[config.mk]
export PLATFORM = sky130hd
export DESIGN_NAME = gated_frequency_meter
export DESIGN_NICKNAME = d
export VERILOG_FILES = /design/src/gfm_pkg.sv /design/src/gate_window_gen.sv /design/src/gated_frequency_meter.sv
export SDC_FILE = /design/constraint.sdc
export NUM_CORES = 1
export LEC_CHECK = 0
export BUFFER_PORTS_ARGS = -buffer_cell sky130_fd_sc_hd__buf_2
export CAP_MARGIN = 20
export CORE_MARGIN = 4
export CORE_UTILIZATION = 30
export CTS_CLUSTER_DIAMETER = 120
export DETAILED_ROUTE_END_ITERATION = 16
export SYNTH_ARGS = -nofsm -noshare
export SYNTH_HDL_FRONTEND = slang
export SYNTH_SLANG_ARGS = --single-unit
[constraint.sdc]
create_clock -name i_sys_clk -period 3.1 [get_ports i_sys_clk]
set_clock_uncertainty 0.1 [all_clocks]
set_input_delay 0.155 -clock i_sys_clk [delete_from_list [all_inputs] [get_ports i_sys_clk]]
set_output_delay 0.155 -clock i_sys_clk [all_outputs]
set_load 0.005 [all_outputs]
[src/gfm_pkg.sv]
// Package of register offsets, field positions, reset values and counts.
package gfm_pkg;
  localparam logic [2:0] ADDR_CTRL_ONE = 3'h0;
  localparam logic [2:0] ADDR_CTRL_TWO = 3'h1;
  localparam logic [2:0] ADDR_STATUS = 3'h2;
  localparam logic [2:0] ADDR_RESULT_LOW = 3'h3;
  localparam logic [2:0] ADDR_RESULT_MID = 3'h4;
  localparam logic [2:0] ADDR_RESULT_HIGH = 3'h5;
  localparam logic [2:0] ADDR_GATE_SET = 3'h6;

  // Fields of counter_control_one.
  localparam int START_LSB = 0;
  localparam int CLEAR_BIT = 2;
  localparam int SRC_LSB = 4;
  // Fields of counter_control_two.
  localparam int GSEL_LSB = 0;
  localparam int EDGE_BIT = 2;
  localparam int BOTH_BIT = 3;
  localparam int GCLK_LSB = 4;
  localparam int ROUTE_BIT = 6;
  localparam int DIVSEL_BIT = 7;
  // Fields of counter_status_reg and gate_setting_reg.
  localparam int STAT_GATE_BIT = 7;
  localparam int STAT_OVF_BIT = 6;
  localparam int HIGH_LSB = 4;
  localparam int LOW_LSB = 0;

  // Writable bits of counter_control_one: start field and source select.
  localparam logic [7:0] CTRL_ONE_MASK = 8'h33;
  localparam logic [7:0] CTRL_ONE_RESET = 8'h00;
  localparam logic [7:0] CTRL_TWO_RESET = 8'h00;
  localparam logic [7:0] GATE_SET_RESET = 8'h00;

  localparam int COUNT_W = 18;
  localparam logic [17:0] COUNT_RESET = 18'h00000;
  localparam logic [1:0] START_STOP = 2'h0;
  localparam logic [1:0] GSEL_EXT = 2'h0;
  localparam logic [1:0] GSEL_OTHER = 2'h1;
  localparam logic [1:0] GSEL_INTERNAL = 2'h2;

  // Gate period is (16 - setting) units.
  localparam logic [4:0] PERIOD_BASE = 5'h10;
  // Unit lengths in system clock cycles (fast) and slow clock cycles.
  localparam int FAST_UNIT0 = 4096;
  localparam logic [6:0] SLOW_UNIT0 = 7'h10;
  localparam logic [6:0] SLOW_UNIT1 = 7'h20;
  localparam logic [6:0] SLOW_UNIT2 = 7'h40;
endpackage

[src/gate_window_gen.sv]
// Internal window gate generator with programmable high and low periods.
`timescale 1ns/1ps
module gate_window_gen #(
  parameter int FAST_UNIT1 = 8192,
  parameter int FAST_UNIT2 = 16384
) (
  input wire logic i_sys_clk,
  input wire logic i_resetn,
  input wire logic i_run,
  input wire logic i_use_slow,
  input wire logic i_slow_tick,
  input wire logic [1:0] i_unit_sel,
  input wire logic [3:0] i_high_set,
  input wire logic [3:0] i_low_set,
  output logic o_gate
);
  typedef enum logic [1:0] {GATE_IDLE, GATE_HIGH, GATE_LOW} gate_state_t;

  gate_state_t state;
  gate_state_t next_state;
  logic [4:0] cnt;
  logic [4:0] next_cnt;
  logic [14:0] div_cnt;
  logic [6:0] slow_cnt;
  logic [14:0] fast_mask;
  logic [6:0] slow_mask;
  logic unit_tick;

  // The unit tick is taken from a free running divider, so the first
  // period after start may come up to one unit late.
  always_comb begin
    unique case (i_unit_sel)
      2'h0: begin
        fast_mask = 15'(gfm_pkg::FAST_UNIT0 - 1);
        slow_mask = gfm_pkg::SLOW_UNIT0 - 7'h01;
      end
      2'h1: begin
        fast_mask = 15'(FAST_UNIT1 - 1);
        slow_mask = gfm_pkg::SLOW_UNIT1 - 7'h01;
      end
      default: begin
        fast_mask = 15'(FAST_UNIT2 - 1);
        slow_mask = gfm_pkg::SLOW_UNIT2 - 7'h01;
      end
    endcase
    if (i_use_slow) begin
      unit_tick = i_slow_tick && ((slow_cnt & slow_mask) == slow_mask);
    end else begin
      unit_tick = (div_cnt & fast_mask) == fast_mask;
    end
  end

  // High is counting time, low is stop time; each setting is latched when
  // its period begins, so a low write during low waits a period.
  always_comb begin
    next_state = state;
    next_cnt = cnt;
    if (!i_run) begin
      next_state = GATE_IDLE;
      next_cnt = 5'h00;
    end else if (unit_tick) begin
      unique case (state)
        GATE_IDLE: begin
          next_state = GATE_HIGH;
          next_cnt = gfm_pkg::PERIOD_BASE - {1'b0, i_high_set};
        end
        GATE_HIGH: begin
          if (cnt == 5'h01) begin
            next_state = GATE_LOW;
            next_cnt = gfm_pkg::PERIOD_BASE - {1'b0, i_low_set};
          end else begin
            next_cnt = cnt - 5'h01;
          end
        end
        GATE_LOW: begin
          if (cnt == 5'h01) begin
            next_state = GATE_HIGH;
            next_cnt = gfm_pkg::PERIOD_BASE - {1'b0, i_high_set};
          end else begin
            next_cnt = cnt - 5'h01;
          end
        end
      endcase
    end
  end

  always_ff @(posedge i_sys_clk) begin
    if (!i_resetn) begin
      state <= GATE_IDLE;
      cnt <= 5'h00;
      div_cnt <= 15'h0000;
      slow_cnt <= 7'h00;
    end else begin
      state <= next_state;
      cnt <= next_cnt;
      div_cnt <= div_cnt + 15'h0001;
      slow_cnt <= i_slow_tick ? slow_cnt + 7'h01 : slow_cnt;
    end
  end

  assign o_gate = (state == GATE_HIGH);
endmodule // gate_window_gen

[src/gated_frequency_meter.sv]
// Gated frequency meter: 18-bit counter of pulses inside a window gate.
//
// Implementation choices: the register addresses and the strobed register port.
`timescale 1ns/1ps
module gated_frequency_meter #(
  parameter int FAST_UNIT1 = 8192,
  parameter int FAST_UNIT2 = 16384
) (
  input wire logic i_sys_clk,
  input wire logic i_resetn,
  input wire logic [2:0] i_addr,
  input wire logic [7:0] i_wdata,
  input wire logic i_wr,
  input wire logic i_rd,
  output logic [7:0] o_rdata,
  input wire logic i_measured_pulse_input,
  input wire logic i_external_gate_input,
  input wire logic i_other_timer_pulse_out,
  input wire logic i_slow_clock,
  output logic o_timer_interrupt,
  output logic o_shared_port_pin,
  output logic o_shared_port_pin_oe
);
  logic [2:0] pin_raw;
  logic [2:0] sync_meta;
  logic [2:0] sync_q;
  logic slow_prev;
  logic slow_tick;

  logic [7:0] counter_control_one;
  logic [7:0] counter_control_two;
  logic [7:0] gate_setting_reg;
  logic [17:0] count;
  logic overflow_monitor;
  logic gate_q;
  logic pulse_q;
  logic and_q;
  logic [7:0] next_counter_control_one;
  logic [7:0] next_counter_control_two;
  logic [7:0] next_gate_setting_reg;
  logic [17:0] next_count;
  logic next_overflow_monitor;
  logic [7:0] next_rdata;
  logic next_timer_interrupt;

  logic running;
  logic clear_req;
  logic internal_gate;
  logic gate_sel;
  logic gate_now;
  logic gate_fall;
  logic gate_rise;
  logic pulse_now;
  logic and_now;
  logic [1:0] inc;
  logic [18:0] sum;

  assign pin_raw = {i_slow_clock, i_external_gate_input,
                    i_measured_pulse_input};

  // Two-stage synchronisers for the pins.
  generate
    for (genvar k = 0; k < 3; k++) begin : g_sync
      always_ff @(posedge i_sys_clk) begin
        if (!i_resetn) begin
          sync_meta[k] <= 1'b0;
          sync_q[k] <= 1'b0;
        end else begin
          sync_meta[k] <= pin_raw[k];
          sync_q[k] <= sync_meta[k];
        end
      end
    end
  endgenerate

  assign slow_tick = sync_q[2] && !slow_prev;
  assign pulse_now = sync_q[0];
  assign running =
    counter_control_one[gfm_pkg::START_LSB +: 2] != gfm_pkg::START_STOP;
  assign clear_req = i_wr && (i_addr == gfm_pkg::ADDR_CTRL_ONE) &&
                     i_wdata[gfm_pkg::CLEAR_BIT];

  gate_window_gen #(
    .FAST_UNIT1(FAST_UNIT1),
    .FAST_UNIT2(FAST_UNIT2)
  ) u_gate_gen (
    .i_sys_clk(i_sys_clk),
    .i_resetn(i_resetn),
    .i_run(running),
    .i_use_slow(counter_control_two[gfm_pkg::DIVSEL_BIT]),
    .i_slow_tick(slow_tick),
    .i_unit_sel(counter_control_two[gfm_pkg::GCLK_LSB +: 2]),
    .i_high_set(gate_setting_reg[gfm_pkg::HIGH_LSB +: 4]),
    .i_low_set(gate_setting_reg[gfm_pkg::LOW_LSB +: 4]),
    .o_gate(internal_gate)
  );

  // Gate selection and event detection.
  always_comb begin
    unique case (counter_control_two[gfm_pkg::GSEL_LSB +: 2])
      gfm_pkg::GSEL_EXT: gate_sel = sync_q[1];
      gfm_pkg::GSEL_OTHER: gate_sel = i_other_timer_pulse_out;
      gfm_pkg::GSEL_INTERNAL: gate_sel = internal_gate;
      default: gate_sel = 1'b0;
    endcase
    gate_now = running && gate_sel;
    gate_fall = gate_q && !gate_now;
    gate_rise = !gate_q && gate_now;
    and_now = pulse_now && gate_now;
    if (counter_control_two[gfm_pkg::BOTH_BIT]) begin
      inc = {1'b0, gate_now && (pulse_now ^ pulse_q)} +
            {1'b0, gate_fall};
    end else begin
      inc = {1'b0, and_q && !and_now};
    end
    sum = {1'b0, count} + {17'h00000, inc};
  end

  // Next values of registers, counter and status.
  always_comb begin
    next_counter_control_one = counter_control_one;
    next_counter_control_two = counter_control_two;
    next_gate_setting_reg = gate_setting_reg;
    if (i_wr) begin
      unique case (i_addr)
        gfm_pkg::ADDR_CTRL_ONE:
          next_counter_control_one = i_wdata & gfm_pkg::CTRL_ONE_MASK;
        gfm_pkg::ADDR_CTRL_TWO: next_counter_control_two = i_wdata;
        gfm_pkg::ADDR_GATE_SET: next_gate_setting_reg = i_wdata;
        default: next_gate_setting_reg = gate_setting_reg;
      endcase
    end
    if (clear_req) begin
      next_count = {16'h0000, inc};
      next_overflow_monitor = 1'b0;
    end else begin
      next_count = sum[17:0];
      next_overflow_monitor = overflow_monitor || sum[18];
    end
    next_timer_interrupt = gate_fall ||
      (counter_control_two[gfm_pkg::EDGE_BIT] && gate_rise);
    next_rdata = 8'h00;
    if (i_rd) begin
      unique case (i_addr)
        gfm_pkg::ADDR_CTRL_ONE: next_rdata = counter_control_one;
        gfm_pkg::ADDR_CTRL_TWO: next_rdata = counter_control_two;
        gfm_pkg::ADDR_STATUS: begin
          next_rdata[gfm_pkg::STAT_GATE_BIT] = gate_q;
          next_rdata[gfm_pkg::STAT_OVF_BIT] = overflow_monitor;
        end
        gfm_pkg::ADDR_RESULT_LOW: next_rdata = count[7:0];
        gfm_pkg::ADDR_RESULT_MID: next_rdata = count[15:8];
        gfm_pkg::ADDR_RESULT_HIGH: next_rdata = {6'h00, count[17:16]};
        gfm_pkg::ADDR_GATE_SET: next_rdata = gate_setting_reg;
        default: next_rdata = 8'h00;
      endcase
    end
  end

  always_ff @(posedge i_sys_clk) begin
    if (!i_resetn) begin
      slow_prev <= 1'b0;
      counter_control_one <= gfm_pkg::CTRL_ONE_RESET;
      counter_control_two <= gfm_pkg::CTRL_TWO_RESET;
      gate_setting_reg <= gfm_pkg::GATE_SET_RESET;
      count <= gfm_pkg::COUNT_RESET;
      overflow_monitor <= 1'b0;
      gate_q <= 1'b0;
      pulse_q <= 1'b0;
      and_q <= 1'b0;
      o_rdata <= 8'h00;
      o_timer_interrupt <= 1'b0;
      o_shared_port_pin <= 1'b0;
      o_shared_port_pin_oe <= 1'b0;
    end else begin
      slow_prev <= sync_q[2];
      counter_control_one <= next_counter_control_one;
      counter_control_two <= next_counter_control_two;
      gate_setting_reg <= next_gate_setting_reg;
      count <= next_count;
      overflow_monitor <= next_overflow_monitor;
      gate_q <= gate_now;
      pulse_q <= pulse_now;
      and_q <= and_now;
      o_rdata <= next_rdata;
      o_timer_interrupt <= next_timer_interrupt;
      // The route bit only gates the pin; it never steers the other timer.
      o_shared_port_pin <= !counter_control_two[gfm_pkg::ROUTE_BIT] &&
                           i_other_timer_pulse_out;
      o_shared_port_pin_oe <= !counter_control_two[gfm_pkg::ROUTE_BIT];
    end
  end
endmodule // gated_frequency_meter

## Word level (Yosys, flattened, before mapping)

Cells that the tools add are included.

| word-level totals | value |
|---|---|
| flip-flop bits (word level) | 89 |
| logic and storage cells | 96 |
| input port bits | 19 |
| output and inout bits | 11 |

| operators by class | value |
|---|---|
| add/subtract/negate cells | 7 |
| reductions and logical operators | 31 |
| eq/ne operators | 16 |
| mux-type cells | 14 |
| bitwise logic cells | 4 |

Operators by type and width:

| cell | number |
|---|---|
| $pmux 6 s6 | 1 |
| $pmux 14 s2 | 1 |
| $add 18x2->19 | 1 |
| $add 15x1->15 const B | 1 |
| $and 15x14->15 | 1 |
| $eq 15x14->1 | 1 |
| $pmux 5 s3 | 1 |
| $logic_and 1x1->1 | 12 |
| $pmux 6 s2 | 1 |
| $mux 5 | 2 |
| $pmux 2 s5 | 1 |
| $reduce_and 2->1 | 5 |
| $sub 5x4->5 const A | 2 |
| $eq 3x3->1 const B | 3 |
| $mux 2 | 4 |
| $add 7x1->7 const B | 1 |
| $and 7x6->7 | 1 |
| $eq 7x6->1 | 1 |
| $eq 2x1->1 const B | 3 |
| $eq 3x2->1 const B | 2 |
| $logic_not 2->1 | 3 |
| $pmux 2 s3 | 1 |
| $eq 5x1->1 const B | 1 |
| $logic_not 1->1 | 5 |
| other kinds (14) | 17 |

## Logic depth before layout (Yosys ltp)

Gate-level depths: netlist of the first run.

| depth | value |
|---|---|
| depth in word-level cells | 9 |
| depth in mapped cells | 15 |
| mapped depth without buffers | 15 |

## Hierarchy

From an unflattened synthesis of the first run, not the netlist that was laid out.

| unflattened totals | value |
|---|---|
| cells, all modules | 484 |
| area total of the unflattened synthesis | 4172.8 um2 |

Modules (own cells, without submodules):

| module | area each (um2) | instances | cells an instance | seq. area each (um2) |
|---|---|---|---|---|
| gated_frequency_meter | 2616.3 | 1 | 307 | 1201.2 |
| gate_window_gen | 1556.5 | 1 | 177 | 540.5 |

## Worst setup path after synthesis of the first run

Ideal clock, no wire load.

| timing | value |
|---|---|
| path type | reg-to-reg |
| start | reg u_gate_gen.state[1] |
| end | reg overflow_monitor |
| clock period less this slack | 2885 ps |
| arrival time | 2668 ps |
| data required time | 2883 ps |
| library setup time | 117 ps |
| cell stages (with the launch flop) | 16 |
| buffers on the path | 0 |
| setup slack | 215 ps |
| cells stage by stage | dfxtp_1 -> inv_1 -> ha_1 -> mux2i_1 -> nor2_1 -> o22ai_1 -> and2_1 -> ha_1 -> nand2_1 -> nand2_1 -> ha_1 -> fa_1 -> nand3_1 -> nor2_1 -> a31oi_1 -> nor2_1 |

| between the ends | value |
|---|---|
| cells in the longest elaborated chain, start to end | 9 |
| elaborated cells on any way between the ends | 13 |
| classes of those cells | add/sub: 2; eq/ne: 1; mux: 2; reduce/logical: 8 |

RTL lines:

| what | RTL line | text |
|---|---|---|
| start, declared | gate_window_gen.sv:19 | `gate_state_t state;` |
| start signal, assigned | gate_window_gen.sv:94 | `state <= next_state;` |
| $eq 2x1->1 * | gate_window_gen.sv:101 | `assign o_gate = (state == GATE_HIGH);` |
| net internal_gate | gated_frequency_meter.sv:48 | `logic internal_gate;` |
| $pmux 1 s3 * | gated_frequency_meter.sv:100 | `unique case (counter_control_two[gfm_pkg::GSEL_LSB +: 2])` |
| $logic_and 1x1->1 * | gated_frequency_meter.sv:106 | `gate_now = running && gate_sel;` |
| $logic_not 1->1 / $logic_and 1x1->1 (equally long branches) | gated_frequency_meter.sv:107, gated_frequency_meter.sv:109 |  |
| $logic_and 1x1->1 / $logic_not 1->1 (equally long branches) | gated_frequency_meter.sv:107, gated_frequency_meter.sv:114 |  |
| $add 1x1->2 / $logic_and 1x1->1 (equally long branches) | gated_frequency_meter.sv:111, gated_frequency_meter.sv:114 |  |
| $mux 2 * | gated_frequency_meter.sv:110 | `if (counter_control_two[gfm_pkg::BOTH_BIT]) begin` |
| $add 18x2->19 * | gated_frequency_meter.sv:116 | `sum = {1'b0, count} + {17'h00000, inc};` |
| $logic_or 1x1->1 * | gated_frequency_meter.sv:138 | `next_overflow_monitor = overflow_monitor \|\| sum[18];` |
| end signal, assigned | gated_frequency_meter.sv:181 | `overflow_monitor <= next_overflow_monitor;` |
| end, declared | gated_frequency_meter.sv:34 | `logic overflow_monitor;` |

Mark *: on every way through the listed nets, which the timed path passes. The rest lies on a longest branch.
A chain may end at the register's enable or synchronous reset.

## Final worst setup path of the first run

Same ends and word-level chain as after synthesis.

==> summary.txt, run 1 <==
Status
  – Status: complete, no violations

Finish
  – Area grow syn2layout: 18.24%
  – Biggest regs: count x18, u_gate_gen.div_cnt x14
  – Antenna diodes: 0
  – Max reg flops: 18
  – Nets: 538
  – Most flops, register: count
  – Layout cells sized above 1: 0.1230

Worst setup path
  – CP startpoint kind: flop
  – WS Path Type: reg -> reg
  – CP Cell Sequence: inv_1 > ha_1 > mux2i_1 > nor2_1 > o22ai_2 > and2_1 > ha_1 > nand2_1 > nand2_1 > ha_1 > fa_2 > nand3_2 > nor2_1 > a31oi_1 > nor2_1
  – Setup crit end kind: flop
  – Crit path launch: u_gate_gen.state[1]$_SDFFE_PN0P_
  – CP required: 3.20 ns
  – CP max-delay cell: fa_2
  – Worst R2R Start: u_gate_gen.state[1]$_SDFFE_PN0P_
  – R2R Setup Slk: 0.26 ns
  – Crit-path max cell delay: 0.41 ns
  – R2R Path End: overflow_monitor$_SDFF_PP0_
  – R2R depth: 15
  – Worst-path maximum fanout: 6
  – Crit path DAT: 2.94 ns

Synthesis
  – Post-Syn Area: 0.004068 mm2
  – Synth area leaders: dfxtp_1 43%, nor2_1 5.6%, nand2_1 5.4%
  – Register area share after synthesis: 0.4282
  – Mapped Nets: 504
  – Synth area leader: dfxtp_1
  – Mapped Avg Cell Area: 8.600 um2
  – Area fraction of the dominant cell type after synthesis: 0.4282
  – Post-synth ARST share: 0
  – Yosys warnings: 0
  – Cells after synthesis: ~470
  – Post-synth EDFFs: 0
  – Yosys cell types: 60
  – Synth Register Bits: 87
  – Synth Flop Type: dfxtp_1

Drt
  – DRT Pass-1 Iters: 4
  – DRT Wirelength: 9676 um
  – Remaining DRCs: 0
  – Starting DRT DRC Count: 286
  – Vias: 3455
  – WL per Instance: 14.06 um
  – Number of routed nets with antenna violations: 0
  – DR vias/cell: roughly 5

Power and ir drop
  – PD cells: about 500 mW/mm2
  – Leak: between 1.5 and 2 nW
  – Peak VDD IR: 0.2562 mV

Hold path
  – Worst hold stages: 3
  – Worst hold-check path type: in -> reg
  – Min-delay src: i_wdata[0]
  – Hold Crit Endpoint: counter_control_two[0]$_SDFFE_PN0P_

Timing
  – Worst slew pin tran: 0.7348 ns
  – Max-slew headroom: 0.5024
  – Period minus WS final: 2.837 ns
  – Post-Route Setup TNS: 0 ns
  – Fin crit share: 0.9152
  – Maximum clock rate: 352.5 MHz
  – Final Max Slew Viols: 0
  – Final setup vio count: 0
  – RSZ-0062 raised after global routing: no
  – Final Hold Viols: 0
  – Setup ws final: 0.2630 ns

Die
  – Die X-Extent: 124.4 um
  – Die height: between 100 and 150 um
  – Starting Density: 0.3072
  – Placement row count: 42
  – Io pins: 30
  – Die Footprint: ~0.015 mm2
  – Placeable core region: around 0.013 mm2

Place
  – Pre-CTS setup slack: 0.02464 ns
  – HPWL Detailed: roughly 7300 um
  – GP Congestion: 0.9169
  – IO Port Bufs: 29

Clock network
  – CTS tree: yes
  – Htree depth: 3
  – CTS max path bufs: 2
  – # Post-CTS Setup Buffers: 0
  – Cts bufs inserted: 9
  – Clk sink count: 87
  – Clk_lat worst skew: 0.34 ns
  – Reg clk slew, reported paths: 0.06 ns
  – CTS Root Cell: clkbuf_16

GRT
  – Vias in the first global route: roughly 3300
  – Gr usage total: 0.1276
  – Largest net degree at the start of global routing: 45
  – Initial antenna violation count: 0
  – First-pass GRT wire length: roughly 16000 um
  – Gr ovfl total: 0

Job
  – Max Cap Viol: 0
[worst max-delay path, delay by kind of cell (launching register included)]
family,cells,cell delay (ns)
fa+ha+maj,4,1.05
simple gates,7,0.62
compound gates,2,0.36
flops,1,0.35
mux,1,0.14
buf+inv,1,0.06
[through the flow]
step / cells / total power [mW] / area, um2 / utilization / hold WS (ns)
floorplan: 473 / 1.245 / 4068 / - / 0.1767
finish: 688 / 2.423 / 4810 / 0.3632 / 0.01470
global route: 688 / 2.512 / 4810 / 0.3632 / 0.01700
detailed placement: 663 / 1.288 / 4382 / 0.3309 / 0.2649
global placement: 663 / 1.285 / 4382 / 0.3309 / 0.2638
CTS: 688 / 2.447 / 4796 / 0.3622 / 0.002615
[placed cells by master, fill, tap and decap left out, drive strengths merged, types with 2 or more instances in the layout]
cell,count
and4,2
a221oi,7
nor3,11
xnor2,20
a22oi,4
mux2,3
nor2b,5
nor2,61
dfxtp,87
bufinv,2
nand2,58
buf,32
or3,5
mux2i,8
o31ai,2
a21o,3
dlygate4sd3,9
nor4,3
a221o,2
a211oi,3
o21ai,15
and3b,2
nand4,5
and3,8
nand2b,3
o32a,3
nor3b,6
o22ai,2
inv,15
nand3,19
a21oi,32
and2,12
clkbuf,11
a31oi,4
xor2,14
ha,11
clkinv,2
[repair_timing]
action,CTS,global route
resized for setup,0,3
endpoints found under the setup margin,0,11
endpoints found under the hold margin,12,0
hold buffers,9,0
[cell usage after synthesis, types with 6 or more instances]
cell / count
dfxtp_1: 87
nor2_1: 61
nand2_1: 58
a21oi_1: 32
xnor2_1: 20
nand3_1: 19
inv_1: 14
o21ai_0: 14
xor2_1: 14
clkbuf_1: 13
and2_1: 12
ha_1: 11
nor3_1: 11
and3_1: 8
mux2i_1: 8
a221oi_1: 7
nor3b_1: 6
[how the worst max path moves through the flow]
stage | endpoint | slack [ns] | cells past startpoint
after floorplan | overflow_monitor$_SDFF_PP0_ | 0.21 | 15
after global placement | overflow_monitor$_SDFF_PP0_ | 0.10 | 15
after detailed placement | overflow_monitor$_SDFF_PP0_ | 0.02 | 15
after CTS | overflow_monitor$_SDFF_PP0_ | 0.006 | 15
after global routing | overflow_monitor$_SDFF_PP0_ | 0.02 | 15
final | overflow_monitor$_SDFF_PP0_ | 0.26 | 15
[cells by family after synthesis]
kind of cell | count (synthesis) | synth area share
and+or+nand+nor | 204 | 0.2482
AOI/OAI and AO/OA | 91 | 0.1461
DFF | 87 | 0.4282
xor gates and xnor gates | 34 | 0.07321
buffers and inverters | 33 | 0.03199
muxes | 12 | 0.03353
adders and majority gates | 12 | 0.03876
[routing by layer]
layer  up-vias  track usage  wire length (um)
met5         -            0                 0
met4         0      0.04449               166
met3        10      0.03388               604
met2       100       0.1962              4302
met1      1622       0.1728              4604
li1       1723            -                 -
[layout make-up]
cell class	count	area, um2
clock inverters	5	81.33
inverters	15	56.30
repair buffers	41	257.7
well taps	176	220.2
multi-input cells	353	2210
clock buffers	11	242.7
fillers	1385	8433
flip-flops and latches	87	1742
[power breakdown]
part / switching, mW / internal [mW]
combinational: 0.0738 / 0.0489
sequential: 0.0141 / 1.14
clock: 0.423 / 0.727
total: 0.511 / 1.91
No activity file was read; power rests on OpenSTA's default activity.
==> run 2: changes to the inputs <==
CORE_MARGIN = 8   (was 4)
==> run 2 against run 1 <==
Register-to-register slack is essentially flat. Via count increased by 1.5%. Global-route usage shrank 1.6 points. Critical path depth unchanged. Clock-buffer cell count unchanged. Critical path type unchanged. Critical endpoint is now count[6]$_SDFF_PP0_. Highest routed layer unchanged.
==> summary.txt, run 2 (same netlist as run 1, synthesis figures left out) <==
Status
  – Status: complete, no violations

Timing
  – Final setup vio count: 0 (unchanged)
  – Fin crit share: 0.9144 (about the same)
  – Worst slew pin tran: 0.7969 ns (+0.06206 ns)
  – Post-Route Setup TNS: 0 ns (unchanged)
  – Max-slew headroom: 0.4603 (-0.04203)
  – Final Max Slew Viols: 0 (unchanged)
  – Final Hold Viols: 0 (unchanged)
  – Hold slack: 0.02204 ns (+0.007339 ns)
  – Maximum clock rate: 352.8 MHz (about the same)
  – RSZ-0062 raised after global routing: no
  – Period minus WS final: 2.835 ns (-0.002490 ns)

Clock network
  – Reg clk slew, reported paths: 0.06 ns (about the same)
  – CTS max path bufs: 2 (unchanged)
  – Clk sink count: 87 (unchanged)
  – # Post-CTS Setup Buffers: 0 (unchanged)
  – CTS Root Cell: clkbuf_16
  – Htree depth: 3 (unchanged)
  – Clk_lat worst skew: 0.34 ns (about the same)
  – Cts bufs inserted: 9 (unchanged)
  – CTS tree: yes

Finish
  – Most frequent cells in the layout: 87 x dfxtp_1, 61 x nor2_1, 58 x nand2_1, 32 x a21oi_1, 29 x buf_2
  – Most flops, register: count
  – Area grow syn2layout: 18.79%
  – Max reg flops: 18 (unchanged)
  – Biggest regs: count x18, u_gate_gen.div_cnt x14
  – Final std cells w/o fill: 690 (+0.29%)
  – Layout cells sized above 1: 0.1265 (+0.003412)
  – Final instance area: 0.004832 mm2 (+0.47%)
  – Layout fillers: 1405 (+1.4%)
  – Leading cell type in the layout, fill and taps excluded: dfxtp_1
  – Antenna diodes: 0 (unchanged)
  – Nets: 540 (+0.37%)

Die
  – Die X-Extent: 132.4 um (+6.4%)
  – Starting Density: 0.3072 (unchanged)
  – Placement row count: 42 (unchanged)
  – Die height: 132.4 um (+6.4%)
  – Placeable core region: 0.01324 mm2 (unchanged)
  – Io pins: 30 (unchanged)
  – Die Footprint: 0.01754 mm2 (+13%)

Drt
  – DR vias/cell: 5.084 (+1.2%)
  – Number of routed nets with antenna violations: 0 (unchanged)
  – WL per Instance: 14.33 um (+1.9%)
  – DRT Pass-1 Iters: 5 (+1)
  – Starting DRT DRC Count: 276 (-3.5%)
  – Remaining DRCs: 0 (unchanged)
  – Vias: 3508 (+1.5%)
  – DRT Wirelength: 9890 um (+2.2%)

GRT
  – Met2 Track Usage GR: 0.1681 (-0.02812)
  – Gr busiest metal: met2
  – Largest net degree at the start of global routing: 45 (unchanged)
  – Met1 usage: 0.1493 (-0.02347)
  – Gr usage total: 0.1112 (-0.01637)
  – First-pass GRT wire length: 16150 um (-1.0%)
  – Gr ovfl total: 0 (unchanged)
  – Vias in the first global route: 3236 (-1.5%)
  – GR Layer Usage met3: 0.03028 (-0.003596)
  – Initial antenna violation count: 0 (unchanged)

Worst setup path
  – CP top delay family: adder cells
  – WS Path Type: reg -> reg
  – CP max-delay cell: fa_2
  – CP required: 3.20 ns (about the same)
  – Setup crit end kind: flop
  – Worst path buffer plus inverter count: 2 (+1)
  – CP Cell Sequence: inv_1 > ha_1 > mux2i_1 > nor2_1 > o22ai_2 > and2_1 > ha_1 > nand2_1 > nand2_1 > ha_1 > fa_2 > buf_4 > nand2_1 > xor2_1 > nor2_1
  – CP startpoint kind: flop
  – Crit path DAT: 2.94 ns (about the same)
  – Crit-path max cell delay: 0.40 ns (about the same)
  – Worst-path maximum fanout: 5 (-1)

Power and ir drop
  – Leak: 1.835 nW (+0.52%)
  – PD cells: 503.8 mW/mm2 (about the same)
  – Peak VDD IR: 0.2982 mV (+16%)

Place
  – IO Port Bufs: 29 (unchanged)
  – Area after DPL: 0.004389 mm2 (+0.17%)
  – GP Congestion: 0.8402 (-8.4%)
  – Placed Instances: 664 (+0.15%)
  – HPWL Detailed: 7285 um (+0.47%)

Job
  – Max Cap Viol: 0 (unchanged)

Hold path
  – Worst hold-check path type: in -> reg
[run 2: cell count changes in the layout (fill, tap and decap cells not counted), sizes merged]
cell / before / now
buf: 32 / 33
dlygate4sd3: 9 / 10
[run 2: what timing repair did]
item	4_1_cts	5_1_grt
gates resized for setup	0	4
endpoints found under the hold margin	14	0
hold buffers	10	0
endpoints found under the setup margin	0	12
[run 2: report_power, final]
group / leakage, nW / internal [mW] / switching, mW
clock: 0.156 / 0.728 / 0.432
sequential: 0.705 / 1.14 / 0.0134
combinational: 0.974 / 0.0498 / 0.0751
[run 2: through the flow]
stage	worst slack [ns]	power, mW	util
after detailed placement	0.05794	1.288	0.3314
after CTS	0.03068	2.459	0.3635
final	0.2655	2.434	0.3649
after global routing	0.01903	2.523	0.3649
after global placement	0.1423	1.286	0.3314
after floorplan	0.2148	1.245	-
[run 2: routing by layer]
metal  share of wire  wire length (um)
met1            0.48              4748
met2            0.44              4341
met3           0.066               653
met4           0.015               146
met5               0                 0
[run 2: layout make-up]
type,instances,area [um2],share of cell area
Sequential cell,87,1742,0.3604
Tap cell,176,220.2,0.04557
Clock inverter,5,81.33,0.01683
Multi-Input combinational cell,353,2215,0.4583
Clock buffer,11,242.7,0.05023
Inverter,15,56.30,0.01165
Timing Repair Buffer,43,275.3,0.05697
[run 2: path summary, 6_finish.rpt]
kind	start	end	slack, ns	cells after the start
hold reg to reg	sync_q[2]$_SDFF_PN0_	slow_prev$_SDFF_PN0_	0.34	1
hold / removal	i_wdata[2]	gate_setting_reg[2]$_SDFFE_PN0P_	0.02	3
setup / recovery	u_gate_gen.state[1]$_SDFFE_PN0P_	count[6]$_SDFF_PP0_	0.27	15
setup reg to reg	u_gate_gen.state[1]$_SDFFE_PN0P_	count[6]$_SDFF_PP0_	0.27	15
[run 2: worst register-to-register path, cell delays in order (launching register included)]
cell and delay [ns]:
dfxtp_1 0.34, inv_1 0.07, ha_1 0.21, mux2i_1 0.13, nor2_1 0.06, o22ai_2 0.18, and2_1 0.18, ha_1 0.23
nand2_1 0.08, nand2_1 0.06, ha_1 0.22, fa_2 0.40, buf_4 0.16, nand2_1 0.06, xor2_1 0.15, nor2_1 0.05
